==> src/logic/rtp_pkg.sv <==
package rtp_pkg;
	localparam int unsigned DATA_W      = 8;
	// control pin positions inside the synchroniser vector
	localparam int unsigned CTL_AB_CLK  = 0;
	localparam int unsigned CTL_BA_CLK  = 1;
	localparam int unsigned CTL_AB_CE_N = 2;
	localparam int unsigned CTL_BA_CE_N = 3;
	localparam int unsigned CTL_A_OE_N  = 4;
	localparam int unsigned CTL_B_OE_N  = 5;
	localparam int unsigned CTL_W       = 6;
	// data pin positions inside the synchroniser vector
	localparam int unsigned PIN_A_LSB   = CTL_W;
	localparam int unsigned PIN_B_LSB   = CTL_W + DATA_W;
	localparam int unsigned PIN_PAR     = CTL_W + 2 * DATA_W;
	localparam int unsigned SYNC_W      = PIN_PAR + 1;
	// reset values
	localparam logic [DATA_W-1:0] DATA_RST = 8'h00;
	localparam logic [SYNC_W-1:0] SYNC_RST = 23'h00003c;
	localparam logic              FLAG_RST = 1'h0;
	localparam logic              PAR_IN_RST = 1'h0;
	localparam logic              PAR_OUT_RST = 1'h1;
	localparam logic              OE_N_RST = 1'h1;
	localparam logic              ERR_N_RST = 1'h1;
endpackage : rtp_pkg

==> src/logic/rtp_pin_sync.sv <==
`timescale 1ns/10ps
module rtp_pin_sync
	import rtp_pkg::*;
(
	// clock and reset
	input  wire logic              core_clk_in,
	input  wire logic              nrst_in,
	// raw pins
	input  wire logic [SYNC_W-1:0] pins_in,
	// filtered level and rising pulse
	output logic      [SYNC_W-1:0] level_out,
	output logic      [SYNC_W-1:0] rise_out
);
	logic [SYNC_W-1:0] s1_r;
	logic [SYNC_W-1:0] s2_r;
	logic [SYNC_W-1:0] s3_r;
	logic [SYNC_W-1:0] level_r;
	logic [SYNC_W-1:0] rise_r;
	wire  [SYNC_W-1:0] agree;
	wire  [SYNC_W-1:0] level_nxt;
	wire  [SYNC_W-1:0] rise_nxt;

	// a change counts only once stages two and three agree
	assign agree     = ~(s2_r ^ s3_r);
	assign level_nxt = (agree & s3_r) | (~agree & level_r);
	assign rise_nxt  = level_nxt & ~level_r;

	always_ff @(posedge core_clk_in) begin
		if (!nrst_in) begin
			s1_r    <= SYNC_RST;
			s2_r    <= SYNC_RST;
			s3_r    <= SYNC_RST;
			level_r <= SYNC_RST;
			rise_r  <= '0;
		end else begin
			s1_r    <= pins_in;
			s2_r    <= s1_r;
			s3_r    <= s2_r;
			level_r <= level_nxt;
			rise_r  <= rise_nxt;
		end
	end

	assign level_out = level_r;
	assign rise_out  = rise_r;
endmodule : rtp_pin_sync

==> src/logic/rtp_transceiver.sv <==
`timescale 1ns/10ps
module rtp_transceiver
	import rtp_pkg::*;
(
	// clock and reset
	input  wire logic              core_clk_in,
	input  wire logic              nrst_in,
	// load controls
	input  wire logic              ab_load_clock_in,
	input  wire logic              ba_load_clock_in,
	input  wire logic              ab_clock_enable_n_in,
	input  wire logic              ba_clock_enable_n_in,
	// output enables
	input  wire logic              a_output_enable_n_in,
	input  wire logic              b_output_enable_n_in,
	// a port pin
	input  wire logic [DATA_W-1:0] a_port_in,
	output logic      [DATA_W-1:0] a_port_out,
	output logic                   a_port_oe_n_out,
	// b port pin
	input  wire logic [DATA_W-1:0] b_port_in,
	output logic      [DATA_W-1:0] b_port_out,
	output logic                   b_port_oe_n_out,
	// parity pin
	input  wire logic              parity_in,
	output logic                   parity_out,
	output logic                   parity_oe_n_out,
	// status
	output logic                   error_n_out,
	output logic                   ab_full_flag_out,
	output logic                   ba_full_flag_out
);
	function automatic logic odd_ones(input logic [DATA_W:0] v);
		odd_ones = ^v;
	endfunction : odd_ones

	logic [SYNC_W-1:0] lvl;
	logic [SYNC_W-1:0] rise;
	logic [DATA_W-1:0] ab_reg_r;
	logic [DATA_W-1:0] ba_reg_r;
	logic              par_reg_r;
	logic              ab_flag_r;
	logic              ba_flag_r;
	logic [DATA_W-1:0] a_out_r;
	logic [DATA_W-1:0] b_out_r;
	logic              a_oe_n_r;
	logic              b_oe_n_r;
	logic              par_out_r;
	logic              err_n_r;

	rtp_pin_sync u_sync (
		.core_clk_in (core_clk_in),
		.nrst_in     (nrst_in),
		.pins_in     ({parity_in, b_port_in, a_port_in, b_output_enable_n_in,
		                a_output_enable_n_in, ba_clock_enable_n_in,
		                ab_clock_enable_n_in, ba_load_clock_in, ab_load_clock_in}),
		.level_out   (lvl),
		.rise_out    (rise)
	);

	// data is synchronised through the same depth as the clocks, so both stay aligned
	wire [DATA_W-1:0] a_pins    = lvl[PIN_A_LSB +: DATA_W];
	wire [DATA_W-1:0] b_pins    = lvl[PIN_B_LSB +: DATA_W];
	wire              par_pin   = lvl[PIN_PAR];
	wire              ab_load   = rise[CTL_AB_CLK] & ~lvl[CTL_AB_CE_N];
	wire              ba_load   = rise[CTL_BA_CLK] & ~lvl[CTL_BA_CE_N];
	wire              ab_clear  = rise[CTL_B_OE_N];
	wire              ba_clear  = rise[CTL_A_OE_N];
	wire              a_oe_n    = lvl[CTL_A_OE_N];
	wire              b_oe_n    = lvl[CTL_B_OE_N];

	// holding registers keep their value unless loaded
	wire [DATA_W-1:0] ab_reg_nxt  = ab_load ? a_pins : ab_reg_r;
	wire [DATA_W-1:0] ba_reg_nxt  = ba_load ? b_pins : ba_reg_r;
	wire              par_reg_nxt = ba_load ? par_pin : par_reg_r;
	// clear beats a simultaneous load, so a lost read never leaves a stale flag
	wire ab_flag_nxt = ab_clear ? 1'h0 : (ab_load ? 1'h1 : ab_flag_r);
	wire ba_flag_nxt = ba_clear ? 1'h0 : (ba_load ? 1'h1 : ba_flag_r);
	// outputs follow the next register value so pins reflect a load one cycle on
	wire [DATA_W-1:0] a_out_nxt = ba_reg_nxt;
	wire [DATA_W-1:0] b_out_nxt = ab_reg_nxt;
	wire              par_out_nxt = ~odd_ones({1'h0, ab_reg_nxt});
	wire              err_n_nxt = a_oe_n | odd_ones({par_reg_nxt, ba_reg_nxt});

	always_ff @(posedge core_clk_in) begin
		if (!nrst_in) begin
			ab_reg_r  <= DATA_RST;
			ba_reg_r  <= DATA_RST;
			par_reg_r <= PAR_IN_RST;
			ab_flag_r <= FLAG_RST;
			ba_flag_r <= FLAG_RST;
			a_out_r   <= DATA_RST;
			b_out_r   <= DATA_RST;
			a_oe_n_r  <= OE_N_RST;
			b_oe_n_r  <= OE_N_RST;
			par_out_r <= PAR_OUT_RST;
			err_n_r   <= ERR_N_RST;
		end else begin
			ab_reg_r  <= ab_reg_nxt;
			ba_reg_r  <= ba_reg_nxt;
			par_reg_r <= par_reg_nxt;
			ab_flag_r <= ab_flag_nxt;
			ba_flag_r <= ba_flag_nxt;
			a_out_r   <= a_out_nxt;
			b_out_r   <= b_out_nxt;
			a_oe_n_r  <= a_oe_n;
			b_oe_n_r  <= b_oe_n;
			par_out_r <= par_out_nxt;
			err_n_r   <= err_n_nxt;
		end
	end

	assign a_port_out       = a_out_r;
	assign a_port_oe_n_out  = a_oe_n_r;
	assign b_port_out       = b_out_r;
	assign b_port_oe_n_out  = b_oe_n_r;
	// parity pin shares the b side enable
	assign parity_out       = par_out_r;
	assign parity_oe_n_out  = b_oe_n_r;
	assign error_n_out      = err_n_r;
	assign ab_full_flag_out = ab_flag_r;
	assign ba_full_flag_out = ba_flag_r;
endmodule : rtp_transceiver

==> config.mk <==
export PLATFORM = sky130hd
export DESIGN_NAME = rtp_transceiver
export DESIGN_NICKNAME = d
export VERILOG_FILES = /design/src/logic/rtp_pkg.sv /design/src/logic/rtp_pin_sync.sv /design/src/logic/rtp_transceiver.sv
export SDC_FILE = /design/constraint.sdc
export NUM_CORES = 1
export LEC_CHECK = 0
export BUFFER_PORTS_ARGS = -buffer_cell sky130_fd_sc_hd__buf_4
export CORE_ASPECT_RATIO = 0.7
export CORE_MARGIN = 3
export CORE_UTILIZATION = 55
export DETAILED_ROUTE_END_ITERATION = 6
export GPL_TIMING_DRIVEN = 1
export HOLD_SLACK_MARGIN = 0.06
export PLACE_DENSITY = 0.75
export SYNTH_ARGS = -nofsm -noshare
export SYNTH_HDL_FRONTEND = slang
export SYNTH_HIERARCHICAL = 1
export SYNTH_SLANG_ARGS = --single-unit
==> constraint.sdc <==
create_clock -name core_clk_in -period 1.6 [get_ports core_clk_in]
set_clock_uncertainty 0.1 [all_clocks]
set_input_delay 0.24 -clock core_clk_in [delete_from_list [all_inputs] [get_ports core_clk_in]]
set_output_delay 0.24 -clock core_clk_in [all_outputs]
set_load 0.005 [all_outputs]
==> qor.txt, run 1 <==
Status: complete, no violations
Clock power share: 0.528
Synth Warn #: 6
Via density: 4.63
GR Util All Layers: 0.194
Comb pwr share: 0.032
Setup violators final: 0
Int Pwr: 5.63 mW
Setup crit start kind: register
# fillers: 485
Crit. End Element: register
Post-layout nets: 502
Crit-path leading delay family: XOR/XNOR gates
CTS sink count: 119
# IOs: 48
Clk Latency, worst-skew pair: 0.50 ns
CP bufs+invs: 0
Leak pwr: 2.20 nW
Min Clock Period, post-route: 1.51 ns
Crit share post-route: 0.942
Max Slew Vio Count: 0
Total negative setup slack: 0 ns
Htree depth: 4
Switching part of the total: 0.192
CTS tree: yes
CP Cell Sequence: xnor2_1 > xnor3_1 > xnor2_1 > nand2_1 > o2111ai_2
Average size of a mapped cell: 10.0 um2
Die area: 8180 um2
Crit-path slowest cell: xnor3_1
CTS Root Cell: clkbuf_8
Vias in the first global route: 2630
CP max stage delay: 0.42 ns
Final Hold Fails: 0
Initial antenna violation count: 0
WS Path Type: reg2reg
Antenna Cells: 0
DRT iter0 DRCs: 88
Core area: 6820 um2
Max Cap Viol: 0
GPL Wtd Cong: 0.743
HPWL after DPL: 4260 um
Post-CTS Resized: 0
Area growth syn-to-layout: 34.2%
Flop pwr share: 0.440
Final hold slack: 0.289 ns
Worst-path maximum fanout: 4
Fmax: 664 MHz
Mapped Cells: 391
Layout cells sized above 1: 0.176
Routed Antenna Nets: 0
Routed WL per cell: 12.3 um
Post-Syn Area: 3910 um2
Die width: 107 um
Total CTS buffers: 17
Slew headroom: 0.728
Cell mode on critical path: xnor2_1
Starting Density: 0.574
Max Buffers Root-to-Sink: 2
WL final: 7210 um
Die H: 76.6 um
Net Count, Synth: 416
Port bufs: 47
Worst-Margin Slew: 0.408 ns
DR vias: 2706
Hold WC Path Type: reg2reg
Rows: 25
GRT overflow: 0
Crit path required time: 1.87 ns
Largest net degree at the start of global routing: 57
Clk pin slew, worst setup/hold paths: 0.05 ns
RSZ-0062 raised after global routing: false
Pwr Density: 1330 nW/um2
Sw Pwr: 1.34 mW
DR DRC count: 0
VDD IR max: 0.00104 V
Critical Path AT: 1.78 ns
First-pass GRT wire length: 12100 um
First-pass DRT Iterations: 4
## flip-flops by register name (all words and copies together) (netlist names)
register,flops
parity_out,1
u_sync/s3_r,23
b_port_out,8
par_reg_r,1
u_sync/level_out,23
u_sync/rise_out,4
ab_full_flag_out,1
a_port_out,8
error_n_out,1
u_sync/s1_r,23
ba_full_flag_out,1
a_port_oe_n_out,1
b_port_oe_n_out,1
u_sync/s2_r,23
## final timing paths
check | start | end | slack, ns | cells after the start
worst max-delay path | u_sync/level_out[14] | error_n_out | 0.09 | 5
worst min-delay path | u_sync/rise_out[4] | ba_full_flag_out | 0.29 | 1
worst max register to register | u_sync/level_out[14] | error_n_out | 0.09 | 5
worst min register to register | u_sync/rise_out[4] | ba_full_flag_out | 0.29 | 1
## cells in the final DEF, fill, tap and decap left out
master / n
bufinv_16: 2
clkinvlp_4: 2
o21ai_0: 14
o21ai_1: 9
dlygate4sd3_1: 31
xnor3_1: 1
nand3_1: 18
dfxtp_1: 119
o2111ai_2: 1
clkbuf_16: 16
nand2b_1: 15
buf_4: 52
and2_1: 39
nor2b_1: 2
nor3b_1: 4
buf_12: 1
nand2_4: 1
xor2_1: 3
and4b_1: 2
clkbuf_8: 7
inv_1: 19
xnor2_1: 24
xnor2_2: 1
clkinv_2: 3
o211ai_1: 1
nor2_1: 24
a21boi_0: 18
clkbuf_1: 2
nand2_1: 55
a21oi_1: 4
## cell type report
type                    count  area (um2)  area share
clock buffers              25         504      0.0960
clock inverters             7        90.1      0.0172
inverters                  19        71.3      0.0136
multi-input cells         236        1370       0.260
flip-flops and latches    119        2380       0.454
well taps                  94         118      0.0224
repair buffers             84         721       0.137
## power groups by stage
| stage | clock (mW) | combinational (mW) | sequential, mW |
|---|---|---|---|
| finish | 3.68 | 0.225 | 3.06 |
| global placement | 0 | 0.160 | 3.12 |
| global route | 3.90 | 0.251 | 3.07 |
| CTS | 3.72 | 0.224 | 3.06 |
| detailed placement | 0 | 0.164 | 3.13 |
| floorplan | 0 | 0.101 | 3.12 |
## layer usage
metal	share of wire	GRT usage	up-vias	wire length, um
met3	0.049	0.0787	9	350
met4	0.012	0.0805	0	83
met1	0.47	0.240	1232	3380
li1	-	-	1413	-
met5	0	0	-	0
met2	0.47	0.302	52	3400
## metrics by stage
step | instances | util | total power [mW] | worst slack (ns) | instance area, um2
floorplan | 391 | - | 3.22 | 0.177 | 3910
global placement | 521 | 0.638 | 3.28 | 0.140 | 4350
detailed placement | 521 | 0.638 | 3.29 | 0.105 | 4350
CTS | 584 | 0.770 | 7.01 | 0.0855 | 5250
global route | 584 | 0.770 | 7.22 | 0.0273 | 5250
finish | 584 | 0.770 | 6.97 | 0.0935 | 5250
## what timing repair did
action / CTS / global route
hold buffers: 31 / 0
endpoints found under the hold margin: 35 / 0
setup buffers: 0 / 0
(Power assumes the default switching activity.)
==> inputs of run 2 (changes only) <==
--- a/config.mk
+++ b/config.mk
@@ -5,6 +5,8 @@
 export SDC_FILE = /design/constraint.sdc
 export NUM_CORES = 1
 export LEC_CHECK = 0
+export ABC_AREA = 1
+export ABC_CLOCK_PERIOD_IN_PS = 1600
 export BUFFER_PORTS_ARGS = -buffer_cell sky130_fd_sc_hd__buf_4
 export CORE_ASPECT_RATIO = 0.7
 export CORE_MARGIN = 3
==> run 2 against run 1 <==
Effect of this change:
- wire length up 28%
- count of clock-buffer cells in the layout down 5
- critical path type unchanged
- clock power up 6.0%
- via count up 28%
- register-to-register slack worse by 0.06 ns
- flip-flop and latch count unchanged
- hold slack better by 0.0084 ns
- critical path depth up 9
- core utilization up 5.8 points
==> qor.txt, run 2 <==
Core area: 7070 um2
Status: complete, no violations
Clk pin slew, worst setup/hold paths: 0.06 ns
Htree depth: 4
Die width: 110 um
Crit path required time: 1.88 ns
Max Buffers Root-to-Sink: 2
CP Cell Sequence: inv_4 > nand2_4 > buf_8 > nand2_2 > nand2_2 > nand2_2 > nand2_2 > inv_2 > nand2_2 > nand2_1 > nand2_2 > nand2_1 > nand2_1 > nand3_1
# IOs: 48
Placed Area: 4590 um2
Critical Path AT: 1.85 ns
CTS tree: yes
Pwr Density: 1230 nW/um2
RSZ-0062 raised after global routing: true
GRT overflow: 0
Slew headroom: 0.810
Most frequent cells in the layout: nand2_1 (137), dfxtp_1 (115), inv_1 (97), buf_4 (55), nor2_1 (44)
Clk Latency, worst-skew pair: 0.50 ns
Post-layout util: 0.828
Min Clock Period, post-route: 1.56 ns
Crit share post-route: 0.978
Max Slew Vio Count: 0
Mapped Cells: 537
Average size of a mapped cell: 7.81 um2
Die H: 79.1 um
Max Cap Viol: 0
VDD IR max: 0.000769 V
R2R depth: 14
Via density: 4.66
DRT iter0 DRCs: 141
First-pass GRT wire length: 14800 um
Port bufs: 47
# fillers: 413
Total CTS buffers: 17
Cell mode on critical path: nand2_2
Initial antenna violation count: 0
Rows: 25
WHS Path Cells: 1
DR vias: 3466
Setup crit start kind: register
Hold WC Path Type: reg2reg
WS Path Type: reg2reg
Final Hold Fails: 0
Post-Syn Area: 4200 um2
GR Util All Layers: 0.223
Layout cells sized above 1: 0.231
Synth Warn #: 6
Worst-Margin Slew: 0.284 ns
CTS Root Cell: clkbuf_8
Routed WL per cell: 12.4 um
Worst slack at placement: -0.0244 ns
Largest net degree at the start of global routing: 44
Vias in the first global route: 3386
Fmax: 639 MHz
WL final: 9250 um
CP max stage delay: 0.38 ns
Final Instance Area: 5850 um2
DR DRC count: 0
PnR worst setup slack: 0.0356 ns
Antenna Cells: 0
Starting Density: 0.593
Crit. End Element: register
Routed Antenna Nets: 0
Final hold slack: 0.297 ns
HPWL after DPL: 4920 um
Area growth syn-to-layout: 39.5%
CTS sink count: 119
Net Count, Synth: 562
Most common cell after layout, fill and taps aside: nand2_1
Post-layout nets: 662
First-pass DRT Iterations: 4
Crit-path slowest cell: dfxtp_4
GPL Wtd Cong: 0.863
Setup violators final: 0
Worst-path maximum fanout: 8
Leak pwr: 3.05 nW
Die area: 8730 um2
run 2: metal layers:
metal / vias to the layer above / GRT usage / wire [um] / part of all wire
met4: 0 / 0.113 / 185 / 0.020
met3: 20 / 0.0682 / 431 / 0.047
li1: 1795 / - / - / -
met5: - / 0 / 0 / 0
met1: 1561 / 0.263 / 4110 / 0.44
met2: 90 / 0.368 / 4520 / 0.49
run 2: what timing repair did:
item	CTS	global route
gates resized for setup	8	60
setup endpoints to repair	2	2
cloned	1	2
endpoints found under the hold margin	30	0
pin swaps	4	18
setup buffers	1	4
hold buffers	37	0
run 2: critical path: cells and delay by family (launching register included):
kind,cells,cell delay (ns)
and+or+nand+nor,11,0.72
buffers and inverters,3,0.25
DFF,1,0.38
run 2: path summary, 6_finish.rpt:
kind,start,to,slack (ns)
min,u_sync/rise_out[4],ba_full_flag_out,0.30
max,u_sync/level_out[3],error_n_out,0.04
max reg2reg,u_sync/level_out[3],error_n_out,0.04
min reg2reg,u_sync/rise_out[4],ba_full_flag_out,0.30
run 2: cell type report:
class / instances / area (um2) / share of cell area
Clock buffer: 20 / 445 / 0.0761
Inverter: 104 / 395 / 0.0675
Sequential cell: 119 / 2390 / 0.409
Multi-Input combinational cell: 296 / 1450 / 0.247
Tap cell: 94 / 118 / 0.0201
Timing Repair Buffer: 99 / 883 / 0.151
Clock inverter: 12 / 175 / 0.0299
run 2: power breakdown:
group	switching [mW]	total, mW	internal, mW
combinational	0.112	0.252	0.140
clock	1.29	3.90	2.60
sequential	0.0314	3.07	3.04
run 2: through the flow:
step                setup TNS, ns  total power [mW]  std cells
global placement                0              3.30        667
detailed placement        -0.0244              3.30        667
finish                          0              7.22        744
floorplan                       0              3.24        537
CTS                             0              7.25        738
global route               -0.110              7.47        744
==> inputs of run 3 (changes only) <==
--- a/config.mk
+++ b/config.mk
@@ -8,13 +8,14 @@
 export ABC_AREA = 1
 export ABC_CLOCK_PERIOD_IN_PS = 1600
 export BUFFER_PORTS_ARGS = -buffer_cell sky130_fd_sc_hd__buf_4
+export CAP_MARGIN = 25
 export CORE_ASPECT_RATIO = 0.7
 export CORE_MARGIN = 3
 export CORE_UTILIZATION = 55
 export DETAILED_ROUTE_END_ITERATION = 6
 export GPL_TIMING_DRIVEN = 1
 export HOLD_SLACK_MARGIN = 0.06
-export PLACE_DENSITY = 0.75
+export PLACE_DENSITY = 0.79
 export SYNTH_ARGS = -nofsm -noshare
 export SYNTH_HDL_FRONTEND = slang
 export SYNTH_HIERARCHICAL = 1
==> run 3 against run 2 <==
Effect of this change:
- the flow now finishes with violations (negative setup slack)
- die area stayed put
- power is 0.27% lower
- sequential share of layout area is 0.54 points higher
- setup slack worse by 0.051 ns
- combinational power is 8.3% lower
- count of clock-buffer cells in the layout is 3 lower
- final area is 1.2% lower
- non-clock buffer count is 7 lower
- via count is 1.9% higher
- register-to-register slack worse by 0.05 ns
- core utilization is 0.99 points lower
- largest cell class unchanged
==> qor.txt, run 3 (same netlist as run 2, synthesis figures left out) <==
Reg-to-reg endpoint: parity_out
Post-layout util: 0.818
Most common cell after layout, fill and taps aside: nand2_1
Max Slew Vio Count: 0
Crit. End Element: register
Area growth syn-to-layout: 37.9%
CTS Root Cell: clkbuf_8
VDD IR max: 0.000835 V
Placed Area: 4590 um2
Final Instance Area: 5780 um2
Vias in the first global route: 3398
Worst Setup EP: parity_out
First-pass GRT wire length: 15000 um
Hold WC Path Type: reg2reg
Die area: 8730 um2
GRT overflow: 0
Antenna Cells: 0
Clk pin slew, worst setup/hold paths: 0.06 ns
Initial antenna violation count: 0
Min Clock Period, post-route: 1.61 ns
# fillers: 428
Core area: 7070 um2
Max Buffers Root-to-Sink: 2
Worst reg-to-reg setup slack: -0.01 ns
WHS Path Cells: 1
PnR worst setup slack: -0.0150 ns
Crit Reg-Reg Startpoint: u_sync/level_out[2]
Routed Antenna Nets: 0
Worst-path maximum fanout: 8
Critical Path AT: 1.90 ns
Starting Density: 0.593
GR Util All Layers: 0.225
Routed WL per cell: 13.4 um
Final Hold Fails: 0
GPL Wtd Cong: 0.809
Via density: 4.79
# IOs: 48
R2R depth: 10
Fmax: 619 MHz
Multi-input logic area: 1450 um2
Layout cells sized above 1: 0.208
Die width: 110 um
Slew headroom: 0.675
Total negative setup slack: -0.0150 ns
Htree depth: 4
Final hold slack: 0.296 ns
CTS tree: yes
Rows: 25
WS Path Type: reg2reg
Max Cap Viol: 0
HPWL after DPL: 5130 um
Power Total: 7.20 mW
DR DRC count: 0
Die H: 79.1 um
First-pass DRT Iterations: 5
Register area: 2390 um2
DR vias: 3531
Failing checks: negative setup slack
Most frequent cells in the layout: nand2_1 (157), dfxtp_1 (115), inv_1 (99), buf_4 (60), nor2_1 (44)
RSZ-0062 raised after global routing: true
Crit share post-route: 1.01
WL final: 9890 um
Port bufs: 47
Clk Latency, worst-skew pair: 0.51 ns
Pwr Density: 1240 nW/um2
Setup crit start kind: register
Total CTS buffers: 17
CTS sink count: 119
DRT iter0 DRCs: 167
Setup violators final: 1
Post-layout nets: 655
Leak pwr: 3.02 nW
Largest net degree at the start of global routing: 55
Worst-Margin Slew: 0.487 ns
CP Launch Point: u_sync/level_out[2]
Crit path required time: 1.88 ns
Status: finished with violations
-- run 3: changes by cell type in the layout (fill, tap and decap cells not counted), sizes merged --
cell / previous run / this run
clkbuf: 20 / 18
inv: 104 / 106
clkinv: 5 / 4
clkinvlp: 3 / 5
dlygate4sd3: 37 / 28
buf: 62 / 63
-- run 3: worst min path at each step --
stage	from	end	slack (ns)
final	u_sync/rise_out[5]	ab_full_flag_out	0.30
after global routing	u_sync/rise_out[5]	ab_full_flag_out	0.31
after CTS	u_sync/rise_out[5]	ab_full_flag_out	0.30
after detailed placement	u_sync/rise_out[5]	ab_full_flag_out	0.29
after global placement	u_sync/rise_out[4]	ba_full_flag_out	0.28
after floorplan	nrst_in	parity_out	0.22
-- run 3: per-layer routing --
| metal | track usage | vias to the layer above | wire length (um) |
|---|---|---|---|
| li1 | - | 1767 | - |
| met1 | 0.262 | 1618 | 4120 |
| met2 | 0.383 | 120 | 4890 |
| met5 | 0 | - | 0 |
| met4 | 0.0947 | 0 | 292 |
| met3 | 0.0715 | 26 | 578 |
-- run 3: cell type report --
type / instances / area share
Sequential cell: 119 / 0.414
Clock inverter: 15 / 0.0350
Clock buffer: 17 / 0.0716
Timing Repair Buffer: 92 / 0.140
Multi-Input combinational cell: 296 / 0.251
Inverter: 104 / 0.0684
Tap cell: 94 / 0.0203
-- run 3: worst max-delay path, stage by stage, from the launching register on --
cell and delay, ns:
dfxtp_4 0.36, inv_6 0.08, nand2_8 0.06, buf_12 0.15, o21ai_4 0.19, xor2_2 0.19, inv_1 0.08, nand2_1 0.08
nand2_1 0.06, nand2_1 0.06, nand3_1 0.07
-- run 3: per-stage QoR --
step | setup WS [ns] | instances
2_1_floorplan | 0.149 | 537
3_3_place_gp | 0.0783 | 667
3_5_place_dp | 0.000586 | 667
4_1_cts | 0.0101 | 729
5_1_grt | -0.113 | 737
6_report | -0.0150 | 737
-- run 3: power by group --
group	switching (mW)	total [mW]	internal, mW
Clock	1.37	3.90	2.53
Sequential	0.0350	3.07	3.03
Combinational	0.110	0.231	0.121
Total	1.51	7.20	5.69
-- run 3: what timing repair did --
action	in CTS	in global routing
hold endpoints to repair	30	0
resized for setup	14	37
buffers inserted	2	5
pin swaps	4	8
cloned	0	3
hold buffers	28	0
endpoints found under the setup margin	2	2
